[src/include/prs_map.svh]
// Offsets, field positions, reset values and widths of the pointer/stack unit
`ifndef PRS_MAP_SVH
`define PRS_MAP_SVH

// Register indices; byte address on APB is four times the index
`define PRS_IDX_PTR_LO     8'h80
`define PRS_IDX_PTR_HI     8'h81
`define PRS_IDX_TBL_HI     8'h82
`define PRS_IDX_PTR2_LO    8'h83
`define PRS_IDX_PTR2_HI    8'h84
`define PRS_IDX_SIDX       8'hDF
`define PRS_IDX_STK_FIRST  8'hF0
`define PRS_IDX_STK_LAST   8'hFF
`define PRS_IDX_IMM_FIRST  8'h80
`define PRS_IDX_IMM_LAST   8'h87

// Stack index register layout
`define PRS_GIE_BIT        7
`define PRS_SIDX_MSB       2
`define PRS_SIDX_RST       3'h7
`define PRS_GIE_RST        1'h0

// Stack entry layout
`define PRS_PC_W           13
`define PRS_PC_HI_W        5
`define PRS_STK_DEPTH      8

// APB decode
`define PRS_APB_AW         12
`define PRS_APB_IDX_LSB    2
`define PRS_APB_IDX_MSB    9

`endif

[src/include/prs_pkg.sv]
// Types shared by the pointer/stack unit
package prs_pkg;

	typedef enum logic [1:0]
	{
		PRS_TBL_IDLE = 2'b00,
		PRS_TBL_ADDR = 2'b01,
		PRS_TBL_DATA = 2'b10
	} prs_tbl_e;

	typedef logic [7:0][12:0] prs_ent_t;

	typedef struct packed
	{
		logic [7:0]  ptr_lo;
		logic [7:0]  ptr_hi;
		logic [7:0]  tbl_hi;
		logic [7:0]  ptr2_lo;
		logic [7:0]  ptr2_hi;
		logic        global_irq_enable;
		logic [2:0]  sidx;
		prs_tbl_e    tbl;
		logic        rom_en;
		logic        acc_ld;
		logic [7:0]  acc;
		logic [12:0] ret_pc;
		logic        ret_vld;
		logic [7:0]  crd;
		logic        crej;
		logic        pready;
		logic [31:0] prdata;
		logic        pslverr;
	} prs_state_s;

	typedef struct packed
	{
		prs_ent_t ent;
	} prs_stk_s;

endpackage

[src/include/prs_stk_if.sv]
// Write port and contents of the return stack storage
`timescale 1ns/1ps
interface prs_stk_if;
	import prs_pkg::*;

	logic        we;
	logic [2:0]  widx;
	logic [1:0]  wmask;
	logic [12:0] wdata;
	prs_ent_t    ent;

	modport ctrl  (output we, widx, wmask, wdata, input ent);
	modport store (input we, widx, wmask, wdata, output ent);
endinterface

[src/hdl/prs_stack_store.sv]
// Eight 13-bit return stack entries with byte-masked writes
`timescale 1ns/1ps
`include "prs_map.svh"
module prs_stack_store
	import prs_pkg::*;
(
	input  wire logic  clk_i,
	input  wire logic  rst_n_i,
	prs_stk_if.store   stk
);

	prs_stk_s q;
	prs_stk_s d;
	prs_ent_t nxt;

	////////////////////////////////////////////////////////////////////////
	genvar g;
	generate
		for (g = 0; g < `PRS_STK_DEPTH; g = g + 1)
		begin : g_ent
			logic hit;
			assign hit = stk.we && (stk.widx == 3'(g));
			// Low byte and high five bits are written separately
			assign nxt[g][7:0] = (hit && stk.wmask[0]) ?
				stk.wdata[7:0] : q.ent[g][7:0];
			assign nxt[g][12:8] = (hit && stk.wmask[1]) ?
				stk.wdata[12:8] : q.ent[g][12:8];
		end
	endgenerate

	always_comb
	begin
		d     = q;
		d.ent = nxt;
	end

	always_ff @(posedge clk_i or negedge rst_n_i)
	begin
		if (!rst_n_i)
			q <= '0;
		else
			q <= d;
	end

	assign stk.ent = q.ent;

endmodule // prs_stack_store

[src/hdl/prs_unit.sv]
// Working pointer registers, return stack control and APB register slave
//
// Operation
// - Pointer high/low registers at 81H, 80H
// - First indirect port addresses RAM bank:location
// - Second pointer high/low at 84H, 83H
// - Second indirect port addresses RAM bank:location
// - Table read uses second pointer as ROM address
// - Table read: high byte to 82H, low to accumulator
// - Immediate writes only into 80H to 87H
// - Direct moves between accumulator and bank 0
// - Eight-level stack pushed on call or interrupt
// - Stack index bits 2:0 at DFH, reset 111
// - Entries 13 bits, reset zero, at F0H-FFH
// - Push decrements index, pop increments it
// - Pop returns most recently pushed value
// - Interrupt exit and subroutine exit both pop
// - First push fills entry 0, leaves 110
// - Bit 7 of index register: global irq enable
// - Index and entries are software read/write
// - Program counter is 13 bits, 5+8
//
// Implementation choice: register access over APB.
`timescale 1ns/1ps
`include "prs_map.svh"
module prs_unit
	import prs_pkg::*;
(
	input  wire logic                     CLK_I,
	input  wire logic                     RST_N_I,
	// APB register slave
	input  wire logic                     PSEL_I,
	input  wire logic                     PENABLE_I,
	input  wire logic                     PWRITE_I,
	input  wire logic [`PRS_APB_AW-1:0]   PADDR_I,
	input  wire logic [31:0]              PWDATA_I,
	output logic      [31:0]              PRDATA_O,
	output logic                          PREADY_O,
	output logic                          PSLVERR_O,
	// Core register access, bank 0 system area
	input  wire logic                     CORE_WE_I,
	input  wire logic                     CORE_RE_I,
	input  wire logic                     CORE_IMM_I,
	input  wire logic [7:0]               CORE_ADDR_I,
	input  wire logic [7:0]               CORE_WDATA_I,
	output logic      [7:0]               CORE_RDATA_O,
	output logic                          CORE_REJ_O,
	// Stack operations
	input  wire logic                     CALL_I,
	input  wire logic                     IRQ_ENTER_I,
	input  wire logic                     SUB_EXIT_I,
	input  wire logic                     IRQ_EXIT_I,
	input  wire logic [`PRS_PC_W-1:0]     PC_I,
	output logic      [`PRS_PC_W-1:0]     RET_PC_O,
	output logic                          RET_VALID_O,
	output logic                          IRQ_EN_O,
	// Indirect RAM addresses {bank, location}
	output logic      [15:0]              IND1_ADDR_O,
	output logic      [15:0]              IND2_ADDR_O,
	// ROM table read
	input  wire logic                     TBL_REQ_I,
	output logic                          ROM_EN_O,
	output logic      [15:0]              ROM_ADDR_O,
	input  wire logic [15:0]              ROM_DATA_I,
	output logic                          ACC_LOAD_O,
	output logic      [7:0]               ACC_DATA_O
);

	prs_state_s q;
	prs_state_s d;
	prs_stk_if  stk ();

	logic       apb_setup;
	logic       apb_wr;
	logic       apb_hit;
	logic [7:0] apb_idx;
	logic       push;
	logic       pop;
	logic       core_ok;
	logic [2:0] push_slot;
	logic [2:0] pop_slot;

	////////////////////////////////////////////////////////////////////////
	// Storage of the stack entries
	// Its single write port is shared; this module settles priority.

	prs_stack_store prs_stack_store_i
	(
		.clk_i   (CLK_I),
		.rst_n_i (RST_N_I),
		.stk     (stk.store)
	);

	////////////////////////////////////////////////////////////////////////
	// Helpers
	//
	// Bank-0 system map, shared by the core port and APB:
	//   80H..84H  pointer bytes and the table high byte
	//   DFH       {irq enable, 0000, stack index}
	//   F0H..FFH  stack bytes, entry n low at FEH-2n, high at FFH-2n
	// Any other index reads zero; on APB it also answers an error.

	function automatic logic is_stk(input logic [7:0] a);
		is_stk = (a >= `PRS_IDX_STK_FIRST) && (a <= `PRS_IDX_STK_LAST);
	endfunction

	// Entry n low byte sits at FEH-2n, high byte at FFH-2n
	function automatic logic [2:0] stk_entry(input logic [7:0] a);
		stk_entry = ~a[3:1];
	endfunction

	// Indices this block answers for, on either port
	function automatic logic hit(input logic [7:0] a);
		hit = (a >= `PRS_IDX_PTR_LO && a <= `PRS_IDX_PTR2_HI) ||
			(a == `PRS_IDX_SIDX) || is_stk(a);
	endfunction

	function automatic logic [7:0] rd(input prs_state_s s,
		input prs_ent_t e, input logic [7:0] a);
		logic [12:0] v;
		v  = e[stk_entry(a)];
		rd = 8'h00;
		case (a)
			`PRS_IDX_PTR_LO:  rd = s.ptr_lo;
			`PRS_IDX_PTR_HI:  rd = s.ptr_hi;
			`PRS_IDX_TBL_HI:  rd = s.tbl_hi;
			`PRS_IDX_PTR2_LO: rd = s.ptr2_lo;
			`PRS_IDX_PTR2_HI: rd = s.ptr2_hi;
			`PRS_IDX_SIDX:    rd = {s.global_irq_enable, 4'h0, s.sidx};
			default:
			begin
				// Unused bits 7:5 of a high byte read as zero
				if (is_stk(a))
					rd = a[0] ? {3'h0, v[12:8]} : v[7:0];
			end
		endcase
	endfunction

	function automatic prs_state_s put(input prs_state_s s,
		input logic [7:0] a, input logic [7:0] v);
		put = s;
		case (a)
			`PRS_IDX_PTR_LO:  put.ptr_lo  = v;
			`PRS_IDX_PTR_HI:  put.ptr_hi  = v;
			`PRS_IDX_TBL_HI:  put.tbl_hi  = v;
			`PRS_IDX_PTR2_LO: put.ptr2_lo = v;
			`PRS_IDX_PTR2_HI: put.ptr2_hi = v;
			`PRS_IDX_SIDX:
			begin
				// Bits 6:3 are not stored and read back as zero
				put.global_irq_enable  = v[`PRS_GIE_BIT];
				put.sidx = v[`PRS_SIDX_MSB:0];
			end
			default:
			begin
				// Stack bytes are not held here; the caller routes
				// them to the storage write port instead.
				put = s;
			end
		endcase
	endfunction

	////////////////////////////////////////////////////////////////////////
	// APB decode

	// Byte offsets inside a word and bits above the index are refused,
	// so a mistyped address can never alias onto a live register.
	assign apb_idx   = PADDR_I[`PRS_APB_IDX_MSB:`PRS_APB_IDX_LSB];
	assign apb_hit   = (PADDR_I[`PRS_APB_AW-1:`PRS_APB_IDX_MSB+1] == '0) &&
		(PADDR_I[1:0] == 2'h0) && hit(apb_idx);
	assign apb_setup = PSEL_I && !PENABLE_I;
	// The answer is prepared in the setup cycle, so every access phase
	// completes on its first edge and no wait state is ever inserted.
	// Writes land only at the edge that completes the access phase
	assign apb_wr    = PSEL_I && PENABLE_I && PWRITE_I && q.pready &&
		!q.pslverr;

	assign push    = CALL_I || IRQ_ENTER_I;
	assign pop     = SUB_EXIT_I || IRQ_EXIT_I;
	// The index names the next free slot counted from the top: 111 is
	// empty, or full after eight pushes. A push writes the slot given
	// by the inverted index; a pop reads the slot one above the index,
	// which is the one its matching push wrote. Software may rewrite
	// the index at any time and nothing checks it against the depth.
	assign push_slot = ~q.sidx;
	assign pop_slot  = ~(q.sidx + 3'h1);
	// Immediate operands may only target the working register window
	assign core_ok = !CORE_IMM_I ||
		((CORE_ADDR_I >= `PRS_IDX_IMM_FIRST) &&
		(CORE_ADDR_I <= `PRS_IDX_IMM_LAST));

	////////////////////////////////////////////////////////////////////////
	// Next state
	//
	// Write priority, lowest first: APB, core port, stack sequencer,
	// table load. Each stage overwrites what the one before it put into
	// the next-state copy, so the order of the blocks is the priority.

	always_comb
	begin
		// Pulses and the storage write port default to idle each cycle
		d         = q;
		d.pready  = 1'b0;
		d.pslverr = 1'b0;
		d.rom_en  = 1'b0;
		d.acc_ld  = 1'b0;
		d.ret_vld = 1'b0;
		d.crej    = 1'b0;
		stk.we    = 1'b0;
		stk.widx  = 3'h0;
		stk.wmask = 2'h0;
		stk.wdata = '0;

		// No wait state: answer is prepared in the setup cycle
		if (apb_setup)
		begin
			d.pready  = 1'b1;
			d.pslverr = !apb_hit;
			d.prdata  = apb_hit ? {24'h0, rd(q, stk.ent, apb_idx)} : 32'h0;
		end

		// Lowest priority: software over APB
		if (apb_wr)
		begin
			d = put(d, apb_idx, PWDATA_I[7:0]);
			if (is_stk(apb_idx))
			begin
				stk.we    = 1'b1;
				stk.widx  = stk_entry(apb_idx);
				stk.wmask = apb_idx[0] ? 2'b10 : 2'b01;
				stk.wdata = {PWDATA_I[4:0], PWDATA_I[7:0]};
			end
		end

		// Core moves always address bank 0 and beat a same-cycle APB write
		// A read and a write of one byte in one cycle return the old
		// contents; read data then holds until the next read.
		if (CORE_RE_I)
			d.crd = rd(q, stk.ent, CORE_ADDR_I);
		if (CORE_WE_I && !core_ok)
			d.crej = 1'b1;
		if (CORE_WE_I && core_ok)
		begin
			d = put(d, CORE_ADDR_I, CORE_WDATA_I);
			if (is_stk(CORE_ADDR_I))
			begin
				stk.we    = 1'b1;
				stk.widx  = stk_entry(CORE_ADDR_I);
				stk.wmask = CORE_ADDR_I[0] ? 2'b10 : 2'b01;
				stk.wdata = {CORE_WDATA_I[4:0], CORE_WDATA_I};
			end
		end

		// Stack traffic from the sequencer beats any software access;
		// a push and a pop together count as a push.
		if (push)
		begin
			// Index 111 stores entry 0, index 000 stores entry 7
			stk.we    = 1'b1;
			stk.widx  = push_slot;
			stk.wmask = 2'b11;
			stk.wdata = PC_I;
			// Ninth push wraps and overwrites, nothing flags it
			d.sidx    = q.sidx - 3'h1;
		end
		else if (pop)
		begin
			d.sidx    = q.sidx + 3'h1;
			d.ret_pc  = stk.ent[pop_slot];
			d.ret_vld = 1'b1;
		end

		// ROM table read: address phase, then capture the word
		// The ROM sees the address in the cycle after the request and
		// must show the word one cycle later; a request made while a
		// read is under way is dropped, not queued.
		case (q.tbl)
			PRS_TBL_IDLE:
			begin
				if (TBL_REQ_I)
				begin
					d.tbl    = PRS_TBL_ADDR;
					d.rom_en = 1'b1;
				end
			end
			PRS_TBL_ADDR:
			begin
				// Address is on the ROM port; wait for its word
				d.tbl = PRS_TBL_DATA;
			end
			PRS_TBL_DATA:
			begin
				// Hardware load wins over a software write the same cycle
				d.tbl_hi = ROM_DATA_I[15:8];
				d.acc    = ROM_DATA_I[7:0];
				d.acc_ld = 1'b1;
				d.tbl    = PRS_TBL_IDLE;
			end
			default:
			begin
				d.tbl = PRS_TBL_IDLE;
			end
		endcase
	end

	////////////////////////////////////////////////////////////////////////
	// State register

	always_ff @(posedge CLK_I or negedge RST_N_I)
	begin
		if (!RST_N_I)
		begin
			// Pointers power up undefined; zero keeps simulation clean
			// and costs nothing, since software must load them anyway.
			q      <= '0;
			q.sidx <= `PRS_SIDX_RST;
			q.global_irq_enable  <= `PRS_GIE_RST;
			q.tbl  <= PRS_TBL_IDLE;
		end
		else
			q <= d;
	end

	////////////////////////////////////////////////////////////////////////
	// Outputs
	//
	// Every output is a bit of the state register, so no port has a
	// combinational path from any input.

	assign PRDATA_O     = q.prdata;
	assign PREADY_O     = q.pready;
	assign PSLVERR_O    = q.pslverr;
	assign CORE_RDATA_O = q.crd;
	assign CORE_REJ_O   = q.crej;
	assign RET_PC_O     = q.ret_pc;
	assign RET_VALID_O  = q.ret_vld;
	assign IRQ_EN_O     = q.global_irq_enable;
	assign IND1_ADDR_O  = {q.ptr_hi, q.ptr_lo};
	assign IND2_ADDR_O  = {q.ptr2_hi, q.ptr2_lo};
	assign ROM_EN_O     = q.rom_en;
	// Taken straight from the second pointer; nothing holds it during a read
	assign ROM_ADDR_O   = {q.ptr2_hi, q.ptr2_lo};
	assign ACC_LOAD_O   = q.acc_ld;
	assign ACC_DATA_O   = q.acc;

endmodule // prs_unit

[config.mk]
export PLATFORM = sky130hd
export DESIGN_NAME = prs_unit
export DESIGN_NICKNAME = d
export VERILOG_FILES = /design/src/include/prs_pkg.sv /design/src/include/prs_stk_if.sv /design/src/hdl/prs_stack_store.sv /design/src/hdl/prs_unit.sv
export VERILOG_INCLUDE_DIRS = /design/src /design/src/include
export SDC_FILE = /design/constraint.sdc
export NUM_CORES = 1
export LEC_CHECK = 0
export BUFFER_PORTS_ARGS = -buffer_cell sky130_fd_sc_hd__buf_2
export CELL_PAD_IN_SITES_DETAIL_PLACEMENT = 1
export CELL_PAD_IN_SITES_GLOBAL_PLACEMENT = 1
export CORE_UTILIZATION = 45
export DETAILED_ROUTE_END_ITERATION = 7
export PLACE_DENSITY_LB_ADDON = 0.1
export SYNTH_ARGS = -nofsm -noshare
export SYNTH_HDL_FRONTEND = slang
export SYNTH_HIERARCHICAL = 1
export SYNTH_SLANG_ARGS = --single-unit
[constraint.sdc]
create_clock -name CLK_I -period 3.4 [get_ports CLK_I]
set_input_delay 0.51 -clock CLK_I [delete_from_list [all_inputs] [get_ports CLK_I]]
set_output_delay 0.51 -clock CLK_I [all_outputs]
set_load 0.005 [all_outputs]
==> flow_metrics.py <==
metrics = {
    "critical_path": {
        "r2r_cells": 7,
        "crit_end": "prs_stack_store_i/stk.ent[59]",
        "r2r_end": "prs_stack_store_i/stk.ent[12]",
        "cp-start-kind": "input port",
        "cp-end-kind": "flip-flop",
        "ff2ff_setup_slack_ns": 0.52,
        "crit_fanout": 14,
        "r2r-start": "PSLVERR_O",
        "required_ns": 3.72,
        "worstSetupPathType": "input port to flip-flop",
        "cp_data_arrival_time_ns": 3.25,
        "crit_path_start": "CORE_ADDR_I[5]",
    },
    "power": {
        "vdd_drop_max_uv": 304.8,
        "p_leak_uw": 0.006271,
        "p_per_area_nw_per_um2": 751.4,
        "power.total_uw": 10260,
    },
    "grt": {
        "grt_pass1_vias": 9369,
        "grt_usage_pct": 29.66,
        "antenna_found_initial": 1,
        "grt_overflow": 0,
        "grt_pass1_wl_um": 61180,
        "grt_max_degree": 70,
    },
    "status": {
        "status": "complete, no violations",
    },
    "floorplan": {
        "dieArea_um2": 28030,
        "core_um2": 26880,
        "start_util_pct": 45.81,
        "pin_count": 218,
        "rows": 60,
        "die_w_um": 167.4,
        "die_y_um": 167.4,
    },
    "timing": {
        "timing.final.ws_setup_ns": 0.4739,
        "setup_viol": 0,
        "skew_ns": 0.01172,
        "drv_slew": 0,
        "max_freq_mhz": 341.7,
        "relSlewSlack_pct": 45.47,
        "whs_ns": 0.06427,
        "worst_pin_slew_ns": 0.8141,
        "hold_viol_final": 0,
        "post-route-period-util_pct": 86.06,
        "rsz0062_at_grt": "false",
        "fin_crit_ns": 2.926,
        "tns_ns": 0,
    },
    "routing": {
        "drt_pre_antenna_iters": 5,
        "num_vias": 9436,
        "wl_um": 40300,
        "drtIter0Drc": 896,
        "ant_nets": 0,
        "drc_errors": 0,
        "wire_per_inst_um": 26.58,
        "via_per_inst": 6.224,
    },
    "logic_synthesis": {
        "synth_ff_type": "dfrtp_1",
        "synth_top_area_cell": "dfrtp_1",
        "synth_area_um2": 12310,
        "synth-edff-count": 0,
        "syn_avg_cell_area_um2": 11.65,
        "async_flop_share_pct": 100.0,
        "yosysTopAreaCellShare_pct": 38.61,
        "ys_types": 65,
        "ys_ff_latch": 193,
        "ys_seq_area_share_pct": 39.25,
        "yosys-top-cells-area": "dfrtp_1, mux4_2, mux2_2",
        "syn_inst": 1057,
        "synth_warnings": 6,
    },
    "final_layout": {
        "diodes": 0,
        "area_growth_pct": 10.94,
        "drive_above_1_share_pct": 41.45,
        "design_area_um2": 13660,
        "nets": 1267,
    },
    "cts": {
        "clockBufferDepth": 2,
        "clkTransAtPathRegs_ns": 0.08,
        "postCtsHoldBufs": 0,
        "worst_skew_pair.late_latency_ns": 0.45,
        "cts_tree": "built",
        "ctsResizeCount": 0,
        "root_buffer": "clkbuf_16",
        "postCtsSetupBuffers": 0,
        "numCtsBuffers": 17,
        "clkSinkCount": 193,
        "htreeDepth": 4,
    },
    "place": {
        "place_area_um2": 13090,
        "dp.final_hpwl_um": 29480,
        "gp_congestion": 0.8692,
        "port_buffers": 169,
        "dp_slack_ns": 0.04246,
    },
    "hold_path": {
        "worstHoldPathType": "input port to asynchronous set/reset pin",
    },
    "run": {
        "maxCapViolCount": 0,
    },
}
==> registers in the layout, summed over array words and instances (netlist names) <==
register and count:
IND2_ADDR_O 16, IRQ_EN_O 1, q 13, RET_VALID_O 1, PREADY_O 1, PRDATA_O 8
ACC_LOAD_O 1, CORE_REJ_O 1, IND1_ADDR_O 16, PSLVERR_O 1, CORE_RDATA_O 8, ROM_EN_O 1
ACC_DATA_O 8, prs_stack_store_i/stk.ent 104, RET_PC_O 13
==> critical path: stages <==
cell and delay [ns]:
buf_2 0.10, or4b_4 0.58, o21ai_4 0.14, buf_4 0.25
nand3_1 0.25, nor2_1 0.15, o31a_1 0.18, nand2_1 0.08
or4b_1 0.50, buf_4 0.20, mux2_2 0.29
==> power by group <==
group,switching (uW),internal (uW)
combinational,2000,2300
sequential,831,3120
clock,1030,976
==> synthesized netlist by cell type, types with 9 or more instances <==
cell and count:
a21oi_1 42, a221oi_1 12, a22o_1 12, a31oi_1 10
buf_2 23, buf_4 117, clkbuf_1 25, dfrtp_1 190
inv_1 17, mux2_2 99, mux2i_1 76, mux4_2 83
nand2_1 77, nand3_1 17, nand4_1 11, nor2_1 56
nor3_1 13, o21a_1 12, o21ai_0 33, o221ai_1 9
o32ai_1 9
==> per-stage QoR <==
step	utilization, %	std cells
after global routing	50.83	1516
final	50.83	1516
after global placement	48.72	1485
after CTS	50.83	1516
after floorplan	-	1080
after detailed placement	48.72	1485
==> cells by family (layout without fill, tap and decap cells) <==
family	count (synthesis)	in the layout	share of synthesized area, %
xor gates and xnor gates	1	1	0.07114
DFF	193	193	39.25
adders and majority gates	2	2	0.2032
other	1	24	0.03046
AOI/OAI and AO/OA	173	173	9.623
muxes	266	266	31.39
buffers and inverters	194	289	9.968
and+or+nand+nor	227	227	9.461
==> routing by layer <==
metal,wire length [um],GRT usage (%),up-vias
li1,-,-,4057
met1,18370,43.70,4927
met2,17920,43.89,403
met3,2908,5.743,49
met4,1096,9.653,0
met5,0,0,-
==> placed cells by master, fill, tap and decap left out, types with 3 or more instances in the layout <==
cell       instances
o211ai_1           3
nor2b_1            4
nor3_1            13
buf_2            168
inv_8              4
or2_2              3
o21a_1            12
a22o_1            12
mux4_2            83
a22oi_1            6
a31oi_1           10
o31a_1             3
conb_1            24
mux2i_1           76
clkbuf_16         17
nor2_1            55
a21oi_1           42
inv_1             17
nand4_2            3
mux2_2            99
nor2_2             3
nand3_1           17
mux2_4             8
a221oi_1          12
inv_6              4
and3_1             4
o311ai_0           6
or3_1              6
and2_1             6
dfstp_2            3
nand2_1           77
o22ai_1            5
o21ai_0           32
o221ai_1           9
buf_4             69
o32ai_1            9
dfrtp_1          190
nand4_1           11
nand2b_1           5
or4b_4             3
==> how the worst min path moves through the flow <==
stage                  startpoint       endpoint  slack [ns]  depth (start not counted)
finish                    RST_N_I   RET_PC_O[11]        0.06                          1
global route              RST_N_I   RET_PC_O[11]        0.10                          1
CTS                       RST_N_I   RET_PC_O[11]        0.09                          1
detailed placement          q[67]          q[67]        0.46                          1
global placement    ACC_DATA_O[7]  ACC_DATA_O[7]        0.45                          2
floorplan                 RST_N_I  ACC_DATA_O[0]        0.21                          0
==> layout make-up <==
type                       count  area (um2)
timing repair buffer         240        1413
multi-input combinational    693        6352
clock buffer                  17       425.4
inverter                      18       67.56
clock inverter                14       142.6
fill                        2877       13220
tap                          341       426.7
sequential                   193        4833
Note: power is estimated with default switching activity, not from simulation.
